<file path="src/i2cib_pkg.sv">
package i2cib_pkg;

	// ************************************************************
	// Register map (byte index on the plain register port)
	// ************************************************************
	localparam int             ADDR_W          = 4;
	localparam int             DATA_W          = 8;
	localparam logic [3:0]     REG_MODE        = 4'h0;
	localparam logic [3:0]     REG_CTRL        = 4'h1;
	localparam logic [3:0]     REG_CTRL2       = 4'h2;
	localparam logic [3:0]     REG_IRQ_EN      = 4'h3;
	localparam logic [3:0]     REG_STATUS      = 4'h4;
	localparam logic [3:0]     REG_TX_DATA     = 4'h5;
	localparam logic [3:0]     REG_RX_DATA     = 4'h6;
	localparam logic [3:0]     REG_EVT_STAT    = 4'h7;
	localparam logic [3:0]     REG_EVT_MASK    = 4'h8;

	// ************************************************************
	// Field positions
	// ************************************************************
	// bus_mode_reg
	localparam int             MODE_I2C        = 0;
	localparam int             MODE_WAIT       = 1;
	// control register
	localparam int             CTRL_MST        = 0;
	localparam int             CTRL_TRS        = 1;
	localparam int             CTRL_RATE2      = 2;
	localparam int             CTRL_RATE3      = 3;
	localparam int             CTRL_SINGLE_BYTE_RECEIVE_CTRL       = 4;
	// bus_control_reg_two
	localparam int             CTRL2_SCL_LEVEL_MONITOR_BIT      = 0;
	localparam int             CTRL2_SYNC_WAIT = 1;
	// bus_status_reg and irq enables share one layout
	localparam int             ST_TX_EMPTY     = 0;
	localparam int             ST_TX_END       = 1;
	localparam int             ST_RX_FULL      = 2;
	localparam int             ST_NACK         = 3;
	localparam int             ST_STOP         = 4;
	localparam int             ST_ALO          = 5;
	// Event status / mask: one bit per request line
	localparam int             EV_TXI          = 0;
	localparam int             EV_TEI          = 1;
	localparam int             EV_RXI          = 2;
	localparam int             EV_STOP_SEEN_IRQ         = 3;
	localparam int             EV_NACK_IRQ         = 4;
	localparam int             NUM_EV          = 5;

	// ************************************************************
	// Reset values
	// ************************************************************
	localparam logic [7:0]     MODE_RST        = 8'h01;
	localparam logic [7:0]     CTRL_RST        = 8'h00;
	localparam logic [7:0]     IRQ_EN_RST      = 8'h00;
	localparam logic [7:0]     EVT_MASK_RST    = 8'h00;
	localparam logic [7:0]     ZERO_BYTE       = 8'h00;

	// ************************************************************
	// SCL monitor delay after release, in system clock periods
	// ************************************************************
	localparam real            MON_T00_TCYC    = 7.5;
	localparam real            MON_T01_TCYC    = 19.5;
	localparam real            MON_T10_TCYC    = 17.5;
	localparam real            MON_T11_TCYC    = 41.5;
	localparam int             MON_W           = 6;
	// Least times round up to whole cycles
	localparam logic [5:0]     MON_C00 = 6'($rtoi(MON_T00_TCYC + 0.999));
	localparam logic [5:0]     MON_C01 = 6'($rtoi(MON_T01_TCYC + 0.999));
	localparam logic [5:0]     MON_C10 = 6'($rtoi(MON_T10_TCYC + 0.999));
	localparam logic [5:0]     MON_C11 = 6'($rtoi(MON_T11_TCYC + 0.999));
	localparam logic [5:0]     MON_ONE = 6'h01;

	typedef enum logic [1:0] {
		MON_IDLE  = 2'b00,
		MON_DELAY = 2'b01,
		MON_WAIT  = 2'b10
	} i2cib_mon_e;

	function automatic logic [5:0] mon_cycles(input logic [1:0] sel);
		unique case (sel)
			2'b00: mon_cycles = MON_C00;
			2'b01: mon_cycles = MON_C01;
			2'b10: mon_cycles = MON_C10;
			2'b11: mon_cycles = MON_C11;
		endcase
	endfunction

endpackage

</file>
<file path="src/i2cib_core.sv">
// Chosen here: the register addresses and the address-and-strobe port.
`timescale 1ns/1ps
module i2cib_core (
	input  wire logic       clk,            // System clock, 100 MHz
	input  wire logic       rst,            // Async reset, active high
	// Register port
	input  wire logic [3:0] reg_addr,       // Register index
	input  wire logic [7:0] reg_wdata,      // Write data
	input  wire logic       reg_wr,         // Write strobe
	input  wire logic       reg_rd,         // Read strobe
	output logic      [7:0] reg_rdata,      // Read data, cycle after strobe
	// Transfer engine side (same clock)
	input  wire logic       eng_scl_low,    // Engine drives SCL low
	input  wire logic       eng_shift_take, // Pulse: shifter takes tx byte
	input  wire logic       eng_tx_done,    // Pulse: byte sent, shifter empty
	input  wire logic       eng_rx_done,    // Pulse: byte received
	input  wire logic [7:0] eng_rx_byte,    // Received byte
	input  wire logic       eng_eighth_fall,// Pulse: eighth clock falls
	input  wire logic       eng_eighth_rise,// Pulse: eighth clock rises
	input  wire logic       eng_nack,       // Pulse: NACK received
	input  wire logic       eng_stop,       // Pulse: stop recognised
	input  wire logic       eng_arb_lost,   // Pulse: arbitration lost
	output logic      [7:0] tx_shift_data,  // Byte handed to the shifter
	output logic            tx_data_valid,  // Byte waiting for the shifter
	output logic            master_select,  // Master mode
	output logic            transmit_select,// Transmit mode
	output logic            i2c_mode,       // 1 I2C, 0 clock synchronous
	output logic            single_byte_receive_ctrl, // Byte-wise receive
	output logic            scl_high_seen,  // Pulse: SCL high after release
	output logic            scl_sync_wait,  // Bit synchronisation pending
	// SCL pad
	input  wire logic       scl_in,         // SCL pin level
	output logic            scl_out,        // SCL output value, always low
	output logic            scl_oe,         // High while pulling SCL low
	// Interrupts
	output logic            tx_empty_irq,   // Transmit-empty request
	output logic            tx_end_irq,     // Transmit-end request
	output logic            rx_full_irq,    // Receive-full request
	output logic            stop_seen_irq,  // Stop recognition request
	output logic            nack_irq,       // NACK / lost / overrun request
	output logic            irq             // Combined masked interrupt
);

	// ************************************************************
	// Declarations
	// ************************************************************
	logic [7:0]             bus_mode_reg;
	logic [7:0]             ctrl_reg;
	logic [7:0]             irq_en;
	logic [7:0]             tx_data_reg;
	logic [7:0]             rx_data_reg;
	logic [4:0]             evt_status;
	logic [4:0]             evt_mask;
	logic [4:0]             req_now;
	logic [4:0]             req_prev;
	logic                   tx_empty_flag;
	logic                   tx_end_flag;
	logic                   rx_full_flag;
	logic                   nack_flag;
	logic                   stop_flag;
	logic                   arb_lost_overrun_flag;
	logic                   scl_hold_low;
	logic                   scl_drive_prev;
	logic                   scl_drive;
	logic                   scl_level;
	logic                   wr_ctrl;
	logic                   wr_status;
	logic                   wr_tx;
	logic                   rd_rx;
	logic                   rd_evt;
	logic                   master_rx;
	logic                   overrun;
	logic                   rx_accept;
	logic [7:0]             status_view;
	logic [7:0]             next_rdata;

	function automatic logic hit(input logic [3:0] a, input logic [3:0] r);
		hit = (a == r);
	endfunction

	assign wr_ctrl   = reg_wr && hit(reg_addr, i2cib_pkg::REG_CTRL);
	assign wr_status = reg_wr && hit(reg_addr, i2cib_pkg::REG_STATUS);
	assign wr_tx     = reg_wr && hit(reg_addr, i2cib_pkg::REG_TX_DATA);
	assign rd_rx     = reg_rd && hit(reg_addr, i2cib_pkg::REG_RX_DATA);
	assign rd_evt    = reg_rd && hit(reg_addr, i2cib_pkg::REG_EVT_STAT);

	assign master_select            = ctrl_reg[i2cib_pkg::CTRL_MST];
	assign transmit_select          = ctrl_reg[i2cib_pkg::CTRL_TRS];
	assign single_byte_receive_ctrl = ctrl_reg[i2cib_pkg::CTRL_SINGLE_BYTE_RECEIVE_CTRL];
	assign i2c_mode                 = bus_mode_reg[i2cib_pkg::MODE_I2C];
	assign master_rx = master_select && !transmit_select && i2c_mode;

	// ************************************************************
	// Configuration registers
	// ************************************************************
	always_ff @(posedge clk or posedge rst) begin
		if (rst) begin
			bus_mode_reg <= i2cib_pkg::MODE_RST;
			irq_en       <= i2cib_pkg::IRQ_EN_RST;
			evt_mask     <= i2cib_pkg::EVT_MASK_RST[4:0];
		end else if (reg_wr) begin
			if (hit(reg_addr, i2cib_pkg::REG_MODE)) begin
				bus_mode_reg <= reg_wdata;
			end
			if (hit(reg_addr, i2cib_pkg::REG_IRQ_EN)) begin
				irq_en <= reg_wdata;
			end
			if (hit(reg_addr, i2cib_pkg::REG_EVT_MASK)) begin
				evt_mask <= reg_wdata[4:0];
			end
		end
	end

	// Arbitration loss drops master and transmit; hardware wins over a write
	always_ff @(posedge clk or posedge rst) begin
		if (rst) begin
			ctrl_reg <= i2cib_pkg::CTRL_RST;
		end else begin
			if (wr_ctrl) begin
				ctrl_reg <= reg_wdata;
			end
			if (eng_arb_lost) begin
				ctrl_reg[i2cib_pkg::CTRL_MST] <= 1'b0;
				ctrl_reg[i2cib_pkg::CTRL_TRS] <= 1'b0;
			end
		end
	end

	// ************************************************************
	// Transmit path
	// ************************************************************
	always_ff @(posedge clk or posedge rst) begin
		if (rst) begin
			tx_data_reg   <= i2cib_pkg::ZERO_BYTE;
			tx_shift_data <= i2cib_pkg::ZERO_BYTE;
			tx_data_valid <= 1'b0;
		end else begin
			if (wr_tx) begin
				tx_data_reg   <= reg_wdata;
				tx_data_valid <= 1'b1;
			end else if (tx_data_valid && eng_shift_take) begin
				tx_shift_data <= tx_data_reg;
				tx_data_valid <= 1'b0;
			end
		end
	end

	// Set beats a status-write clear, a data write beats set; software clearing empty by hand risks a spare byte
	always_ff @(posedge clk or posedge rst) begin
		if (rst) begin
			tx_empty_flag <= 1'b0;
			tx_end_flag   <= 1'b0;
		end else begin
			if (wr_status && !reg_wdata[i2cib_pkg::ST_TX_EMPTY]) begin
				tx_empty_flag <= 1'b0;
			end
			if (wr_status && !reg_wdata[i2cib_pkg::ST_TX_END]) begin
				tx_end_flag <= 1'b0;
			end
			if (wr_tx) begin
				tx_empty_flag <= 1'b0;
				tx_end_flag   <= 1'b0;
			end else begin
				if (tx_data_valid && eng_shift_take) begin
					tx_empty_flag <= 1'b1;
				end
				if (eng_tx_done && tx_empty_flag && !tx_data_valid) begin
					tx_end_flag <= 1'b1;
				end
			end
		end
	end

	// ************************************************************
	// Receive path
	// ************************************************************
	// Clock-sync overrun: the old byte stays put
	assign overrun   = !i2c_mode && eng_eighth_rise && rx_full_flag;
	assign rx_accept = eng_rx_done && !(rx_full_flag && !i2c_mode && !rd_rx);

	always_ff @(posedge clk or posedge rst) begin
		if (rst) begin
			rx_data_reg  <= i2cib_pkg::ZERO_BYTE;
			rx_full_flag <= 1'b0;
		end else begin
			if (rd_rx) begin
				rx_full_flag <= 1'b0;
			end
			if (rx_accept) begin
				rx_data_reg  <= eng_rx_byte;
				rx_full_flag <= 1'b1;
			end
		end
	end

	// ************************************************************
	// Event flags cleared by writing zero
	// ************************************************************
	always_ff @(posedge clk or posedge rst) begin
		if (rst) begin
			nack_flag             <= 1'b0;
			stop_flag             <= 1'b0;
			arb_lost_overrun_flag <= 1'b0;
		end else begin
			if (wr_status) begin
				nack_flag <= reg_wdata[i2cib_pkg::ST_NACK] & nack_flag;
				stop_flag <= reg_wdata[i2cib_pkg::ST_STOP] & stop_flag;
				arb_lost_overrun_flag <=
					reg_wdata[i2cib_pkg::ST_ALO] & arb_lost_overrun_flag;
			end
			if (eng_nack) begin
				nack_flag <= 1'b1;
			end
			if (eng_stop) begin
				stop_flag <= 1'b1;
			end
			if (eng_arb_lost || overrun) begin
				arb_lost_overrun_flag <= 1'b1;
			end
		end
	end

	// ************************************************************
	// SCL hold and bit synchronisation
	// ************************************************************
	always_ff @(posedge clk or posedge rst) begin
		if (rst) begin
			scl_hold_low <= 1'b0;
		end else begin
			if (!master_rx || rd_rx || !rx_full_flag) begin
				scl_hold_low <= 1'b0;
			end else if (eng_eighth_fall) begin
				scl_hold_low <= 1'b1;
			end
		end
	end

	assign scl_drive = eng_scl_low || scl_hold_low;
	assign scl_oe    = scl_drive;
	assign scl_out   = 1'b0;

	always_ff @(posedge clk or posedge rst) begin
		if (rst) begin
			scl_drive_prev <= 1'b0;
		end else begin
			scl_drive_prev <= scl_drive;
		end
	end

	i2cib_scl_monitor u_mon (
		.clk         (clk),
		.rst         (rst),
		.scl_pin     (scl_in),
		.release_pls (scl_drive_prev && !scl_drive),
		.enable      (master_select),
		.rate_sel    ({ctrl_reg[i2cib_pkg::CTRL_RATE3],
		               ctrl_reg[i2cib_pkg::CTRL_RATE2]}),
		.scl_level   (scl_level),
		.high_seen   (scl_high_seen),
		.sync_wait   (scl_sync_wait)
	);

	// ************************************************************
	// Interrupt requests: levels of flag and enable; stop and NACK also need I2C mode
	// ************************************************************
	assign tx_empty_irq  = tx_empty_flag
		&& irq_en[i2cib_pkg::ST_TX_EMPTY];
	assign tx_end_irq    = tx_end_flag && irq_en[i2cib_pkg::ST_TX_END];
	assign rx_full_irq   = rx_full_flag && irq_en[i2cib_pkg::ST_RX_FULL];
	assign stop_seen_irq = stop_flag && i2c_mode
		&& irq_en[i2cib_pkg::ST_STOP];
	// Lost/overrun stays live in clock-sync mode; NACK does not
	assign nack_irq = ((nack_flag && i2c_mode) || arb_lost_overrun_flag)
		&& irq_en[i2cib_pkg::ST_NACK];

	assign req_now = {nack_irq, stop_seen_irq, rx_full_irq,
	                  tx_end_irq, tx_empty_irq};

	// Sticky capture of each request's rising edge; read clears, set wins
	always_ff @(posedge clk or posedge rst) begin
		if (rst) begin
			req_prev   <= '0;
			evt_status <= '0;
		end else begin
			req_prev   <= req_now;
			evt_status <= (rd_evt ? 5'h00 : evt_status)
				| (req_now & ~req_prev);
		end
	end

	assign irq = |(evt_status & evt_mask);

	// ************************************************************
	// Read mux, data one cycle after the strobe
	// ************************************************************
	always_comb begin
		status_view = i2cib_pkg::ZERO_BYTE;
		status_view[i2cib_pkg::ST_TX_EMPTY] = tx_empty_flag;
		status_view[i2cib_pkg::ST_TX_END]   = tx_end_flag;
		status_view[i2cib_pkg::ST_RX_FULL]  = rx_full_flag;
		status_view[i2cib_pkg::ST_NACK]     = nack_flag;
		status_view[i2cib_pkg::ST_STOP]     = stop_flag;
		status_view[i2cib_pkg::ST_ALO]      = arb_lost_overrun_flag;
		next_rdata = i2cib_pkg::ZERO_BYTE;
		unique case (reg_addr)
			i2cib_pkg::REG_MODE:     next_rdata = bus_mode_reg;
			i2cib_pkg::REG_CTRL:     next_rdata = ctrl_reg;
			i2cib_pkg::REG_CTRL2: begin
				next_rdata[i2cib_pkg::CTRL2_SCL_LEVEL_MONITOR_BIT]      = scl_level;
				next_rdata[i2cib_pkg::CTRL2_SYNC_WAIT] = scl_sync_wait;
			end
			i2cib_pkg::REG_IRQ_EN:   next_rdata = irq_en;
			i2cib_pkg::REG_STATUS:   next_rdata = status_view;
			i2cib_pkg::REG_TX_DATA:  next_rdata = tx_data_reg;
			i2cib_pkg::REG_RX_DATA:  next_rdata = rx_data_reg;
			i2cib_pkg::REG_EVT_STAT: next_rdata = {3'h0, evt_status};
			i2cib_pkg::REG_EVT_MASK: next_rdata = {3'h0, evt_mask};
			default:                 next_rdata = i2cib_pkg::ZERO_BYTE;
		endcase
	end

	always_ff @(posedge clk or posedge rst) begin
		if (rst) begin
			reg_rdata <= i2cib_pkg::ZERO_BYTE;
		end else if (reg_rd) begin
			reg_rdata <= next_rdata;
		end else begin
			reg_rdata <= i2cib_pkg::ZERO_BYTE;
		end
	end

endmodule

</file>
<file path="src/i2cib_scl_monitor.sv">
`timescale 1ns/1ps
module i2cib_scl_monitor (
	input  wire logic       clk,          // System clock
	input  wire logic       rst,          // Async reset, active high
	input  wire logic       scl_pin,      // Raw SCL level from the pad
	input  wire logic       release_pls,  // SCL output went low to released
	input  wire logic       enable,       // Master mode: monitoring active
	input  wire logic [1:0] rate_sel,     // rate_sel_bit3, rate_sel_bit2
	output logic            scl_level,    // Synchronised SCL level
	output logic            high_seen,    // Pulse: SCL seen high after delay
	output logic            sync_wait     // Waiting for SCL to go high
);

	logic                   scl_meta;
	logic [5:0]             count;
	i2cib_pkg::i2cib_mon_e  state;

	// ************************************************************
	// Synchroniser: only the second stage is read by logic
	// ************************************************************
	always_ff @(posedge clk or posedge rst) begin
		if (rst) begin
			scl_meta  <= 1'b1;
			scl_level <= 1'b1;
		end else begin
			scl_meta  <= scl_pin;
			scl_level <= scl_meta;
		end
	end

	// ************************************************************
	// Delay then sample; a stretched or slow SCL holds the bit
	// ************************************************************
	always_ff @(posedge clk or posedge rst) begin
		if (rst) begin
			state     <= i2cib_pkg::MON_IDLE;
			count     <= '0;
			high_seen <= 1'b0;
		end else begin
			high_seen <= 1'b0;
			if (!enable) begin
				state <= i2cib_pkg::MON_IDLE;
			end else begin
				unique case (state)
					i2cib_pkg::MON_IDLE: begin
						if (release_pls) begin
							count <= i2cib_pkg::mon_cycles(rate_sel);
							state <= i2cib_pkg::MON_DELAY;
						end
					end
					i2cib_pkg::MON_DELAY: begin
						if (count == i2cib_pkg::MON_ONE) begin
							state <= i2cib_pkg::MON_WAIT;
						end
						count <= count - i2cib_pkg::MON_ONE;
					end
					i2cib_pkg::MON_WAIT: begin
						// High period counts from the observed high level
						if (scl_level) begin
							high_seen <= 1'b1;
							state     <= i2cib_pkg::MON_IDLE;
						end
					end
					default: state <= i2cib_pkg::MON_IDLE;
				endcase
			end
		end
	end

	assign sync_wait = (state != i2cib_pkg::MON_IDLE);

endmodule

</file>
<file path="config.mk">
export PLATFORM = sky130hd
export DESIGN_NAME = i2cib_core
export DESIGN_NICKNAME = d
export VERILOG_FILES = /design/src/i2cib_pkg.sv /design/src/i2cib_core.sv /design/src/i2cib_scl_monitor.sv
export SDC_FILE = /design/constraint.sdc
export NUM_CORES = 1
export LEC_CHECK = 0
export BUFFER_PORTS_ARGS = -buffer_cell sky130_fd_sc_hd__buf_2
export CAP_MARGIN = 20
export CELL_PAD_IN_SITES_DETAIL_PLACEMENT = 0
export CELL_PAD_IN_SITES_GLOBAL_PLACEMENT = 1
export CORE_ASPECT_RATIO = 0.9
export CORE_MARGIN = 5
export CORE_UTILIZATION = 45
export DETAILED_ROUTE_END_ITERATION = 10
export PLACE_DENSITY_LB_ADDON = 0.1
export SLEW_MARGIN = 20
export SYNTH_ARGS = -nofsm -noshare
export SYNTH_HDL_FRONTEND = slang
export SYNTH_SLANG_ARGS = --single-unit
export TNS_END_PERCENT = 50
</file>
<file path="constraint.sdc">
create_clock -name clk -period 2.8 [get_ports clk]
set_input_delay 0.14 -clock clk [delete_from_list [all_inputs] [get_ports clk]]
set_output_delay 0.14 -clock clk [all_outputs]
set_load 0.03 [all_outputs]
</file>
==> flow_summary_export.csv <==
group,metric,value,unit
detailed_routing,drt_first_pass_iters,5,
cts,post-cts-setup-buffers,0,
layout,layout-area-overhead-vs-synth,17.2,%
logic_synthesis,synth_warnings,0,
setup_path,worstSetupEndpointType,"primary output",
global_route,maximum_number_of_pins_on_one_net_before_global_route_repair,54,
detailed_routing,wl_per_cell,18.7,um
logic_synthesis,yosys.area.top_type_share,52.3,%
placement,finalWeightedCongestion,0.875,
timing,drv_slew,0,
detailed_routing,vias_per_cell,5.40,
logic_synthesis,yosys-top-cells-area,"sky130_fd_sc_hd__dfrtp_1, sky130_fd_sc_hd__mux2_2, sky130_fd_sc_hd__o21ai_0",
setup_path,critical_path_required,2.66,ns
logic_synthesis,synth.yosys.seq_area_share,54.2,%
run_status,outcome,"finished clean",
timing,fin_setup_tns,0,ns
cts,max-clock-path-buffers,2,
detailed_routing,detail_route.iter0.violations,216,
logic_synthesis,synth_enable_flop_cells,0,
cts,numCtsBuffers,9,
setup_path,setup.worst_path.class,"register to primary output",
floorplan,initial_utilization,46.1,%
pwr,power.density,703,nW/um^2
setup_path,crit_slowest_cell,"sky130_fd_sc_hd__dfstp_2",
timing,layout_worst_path_cycle_share,63.2,%
pwr,power_leakage,2.33,nW
timing,worst-slew-pin-transition,0.834,ns
logic_synthesis,synth.avg_cell_area,12.0,um^2
cts,clkSlewWorstSetupHoldPaths,0.09,ns
logic_synthesis,yosys_register_bits,91,
flow_run,max_cap_viol_count,0,
logic_synthesis,post_synth_inst_count,351,
logic_synthesis,synth_fp_nets,391,
timing,final_hold_viol_count,0,
timing,max_freq,0.565,GHz
layout,n_antenna_cell,0,
floorplan,row_count,33,
layout,fillers,827,
floorplan,boundaryPins,65,
setup_path,crit_buf_inv,1,
cts,cts-root-buf,"sky130_fd_sc_hd__clkbuf_8",
timing,setup_viol,0,
floorplan,die_height,102,um
floorplan,fp.dieArea,11400,um^2
cts,cts_tree,"yes",
detailed_routing,drt_drc_violations_left,0,
timing,layout_min_cycle_time,1.77,ns
detailed_routing,via_count,2976,
cts,clkSinkCount,91,
floorplan,core_region_area,9130,um^2
floorplan,die_w,112,um
setup_path,crit_arrival,1.63,ns
global_route,number_of_global_route_vias_before_repair,3022,
setup_path,startpoint_type,"register",
timing,final.hold.worst_slack,0.0117,ns
logic_synthesis,synth-main-ff-cell,"sky130_fd_sc_hd__dfrtp_1",
cts,clock_insertion_delay_worst_skew,0.36,ns
logic_synthesis,netlist-cell-type-count,53,
hold_path,min-delay-path-class,"input port to register",
detailed_routing,drt_wirelength,10300,um
setup_path,crit_path_max_incr_delay,0.68,ns
cts,htreeDepth,3,
logic_synthesis,synthArstFlopShare,100,%
detailed_routing,final_antenna_violating_net_count,0,
timing,slew-limit-headroom,44.3,%
timing,setup_slack,1.03,ns
global_route,gr-total-overflow,0,
setup_path,critical_path.top_delay_family,"flip-flops",
pwr,worst_ir_drop_vdd,0.345,mV
global_route,antenna_found_initial,1,
placement,place.port_buffers,63,
layout,drive_above_1_share,35.0,%
timing,clock_skew,0.00715,ns
placement,dp_slack,0.874,ns
setup_path,critical_path.cell_chain,"a21oi_1 -> nor2b_1 -> buf_2",
logic_synthesis,synth_top_cell_by_area,"sky130_fd_sc_hd__dfrtp_1",
global_route,first_pass_grt_wire_length,16800,um
layout,fin_nets,464,
placement,dp.final_hpwl,7610,um
global_route,globalRouteTotalUtil,19.1,%
timing,grt_setup_unrepaired,"no",
setup_path,critical_path_peak_fanout,8,
logic_synthesis,synth.cell_area,4210,um^2
## through the flow
step	cells	power [mW]	util, %	area [um^2]
final	551	3.47	54.1	4930
after global routing	551	3.67	54.1	4930
after CTS	549	3.50	53.7	4900
after detailed placement	525	2.58	50.6	4620
after global placement	525	2.57	50.6	4620
after floorplan	351	2.30	-	4210
## final timing paths
kind                       slack, ns       startpoint              end  cells past startpoint
max                             1.03  bus_mode_reg[0]         nack_irq                      3
min                             0.01   eng_rx_byte[0]   rx_data_reg[0]                      2
max reg2reg                     1.32   u_mon.state[0]     reg_rdata[1]                      4
min reg2reg                     0.36   u_mon.scl_meta  u_mon.scl_level                      0
max in group asynchronous       1.66              rst        irq_en[7]                      5
min in group asynchronous       0.31              rst    evt_status[0]                      3
## power by group
| group | total [mW] | leakage [nW] | switching [mW] | internal [mW] |
|---|---|---|---|---|
| clock network | 0.907 | 0.102 | 0.470 | 0.437 |
| logic | 0.782 | 1.12 | 0.427 | 0.355 |
| registers | 1.78 | 1.11 | 0.201 | 1.58 |
## cell families (layout without fill, tap and decap cells)
group,after synthesis,after routing,synth area share (%)
simple gates,91,91,12.3
buf+inv,29,107,3.24
mux,67,67,18.0
fa+ha+maj,6,6,1.78
other cells,1,1,0.0891
flops,91,91,54.2
compound gates,66,66,10.3
## layout by cell type (no fill, tap or decap), drive strengths merged, types with 6 or more instances in the layout
master,count
o21ai,21
clkbuf,10
nor2,15
mux2,61
nand2,22
dlygate4sd3,9
a22o,7
inv,14
dfrtp,88
nor3,8
nand3,7
buf,67
a21oi,17
nand2b,6
ha,6
nor2b,8
## Yosys cell counts (all sizes together) (2+ instances only)
cell type,n
nor3b,5
mux2i,5
a21oi,17
a32o,2
nor2,15
and2,3
a22o,7
nor3,8
ha,6
o211ai,2
dfrtp,88
nor2b,8
and2b,2
mux2,61
o21ai,21
a221oi,2
a31oi,4
inv,15
nand4,2
nand2,22
nand3,7
and3,4
buf,11
a222oi,3
nand2b,6
clkbuf,3
nand3b,3
dfstp,3
or2,2
## per-layer routing
| layer | vias up | track usage [%] | wire (um) |
|---|---|---|---|
| met1 | 1451 | 28.6 | 4990 |
| met5 | - | 0 | 18 |
| met4 | 2 | 6.84 | 185 |
| met2 | 102 | 27.5 | 4440 |
| met3 | 19 | 4.12 | 698 |
| li1 | 1402 | - | - |
## what timing repair did
action / in CTS / in global routing
setup endpoints to repair: 0 / 0
hold buffers: 8 / 1
resized for setup: 0 / 0
hold endpoints to repair: 56 / 1
## layout make-up
cell class,count,area [um^2],area share [%]
clock buffers,10,138,2.79
repair buffers,76,448,9.08
multi-input cells,231,1790,36.3
clock inverters,6,65.1,1.32
well taps,122,153,3.09
inverters,15,57.6,1.17
flip-flops and latches,91,2280,46.2
Power figures use the tool's default switching activity.
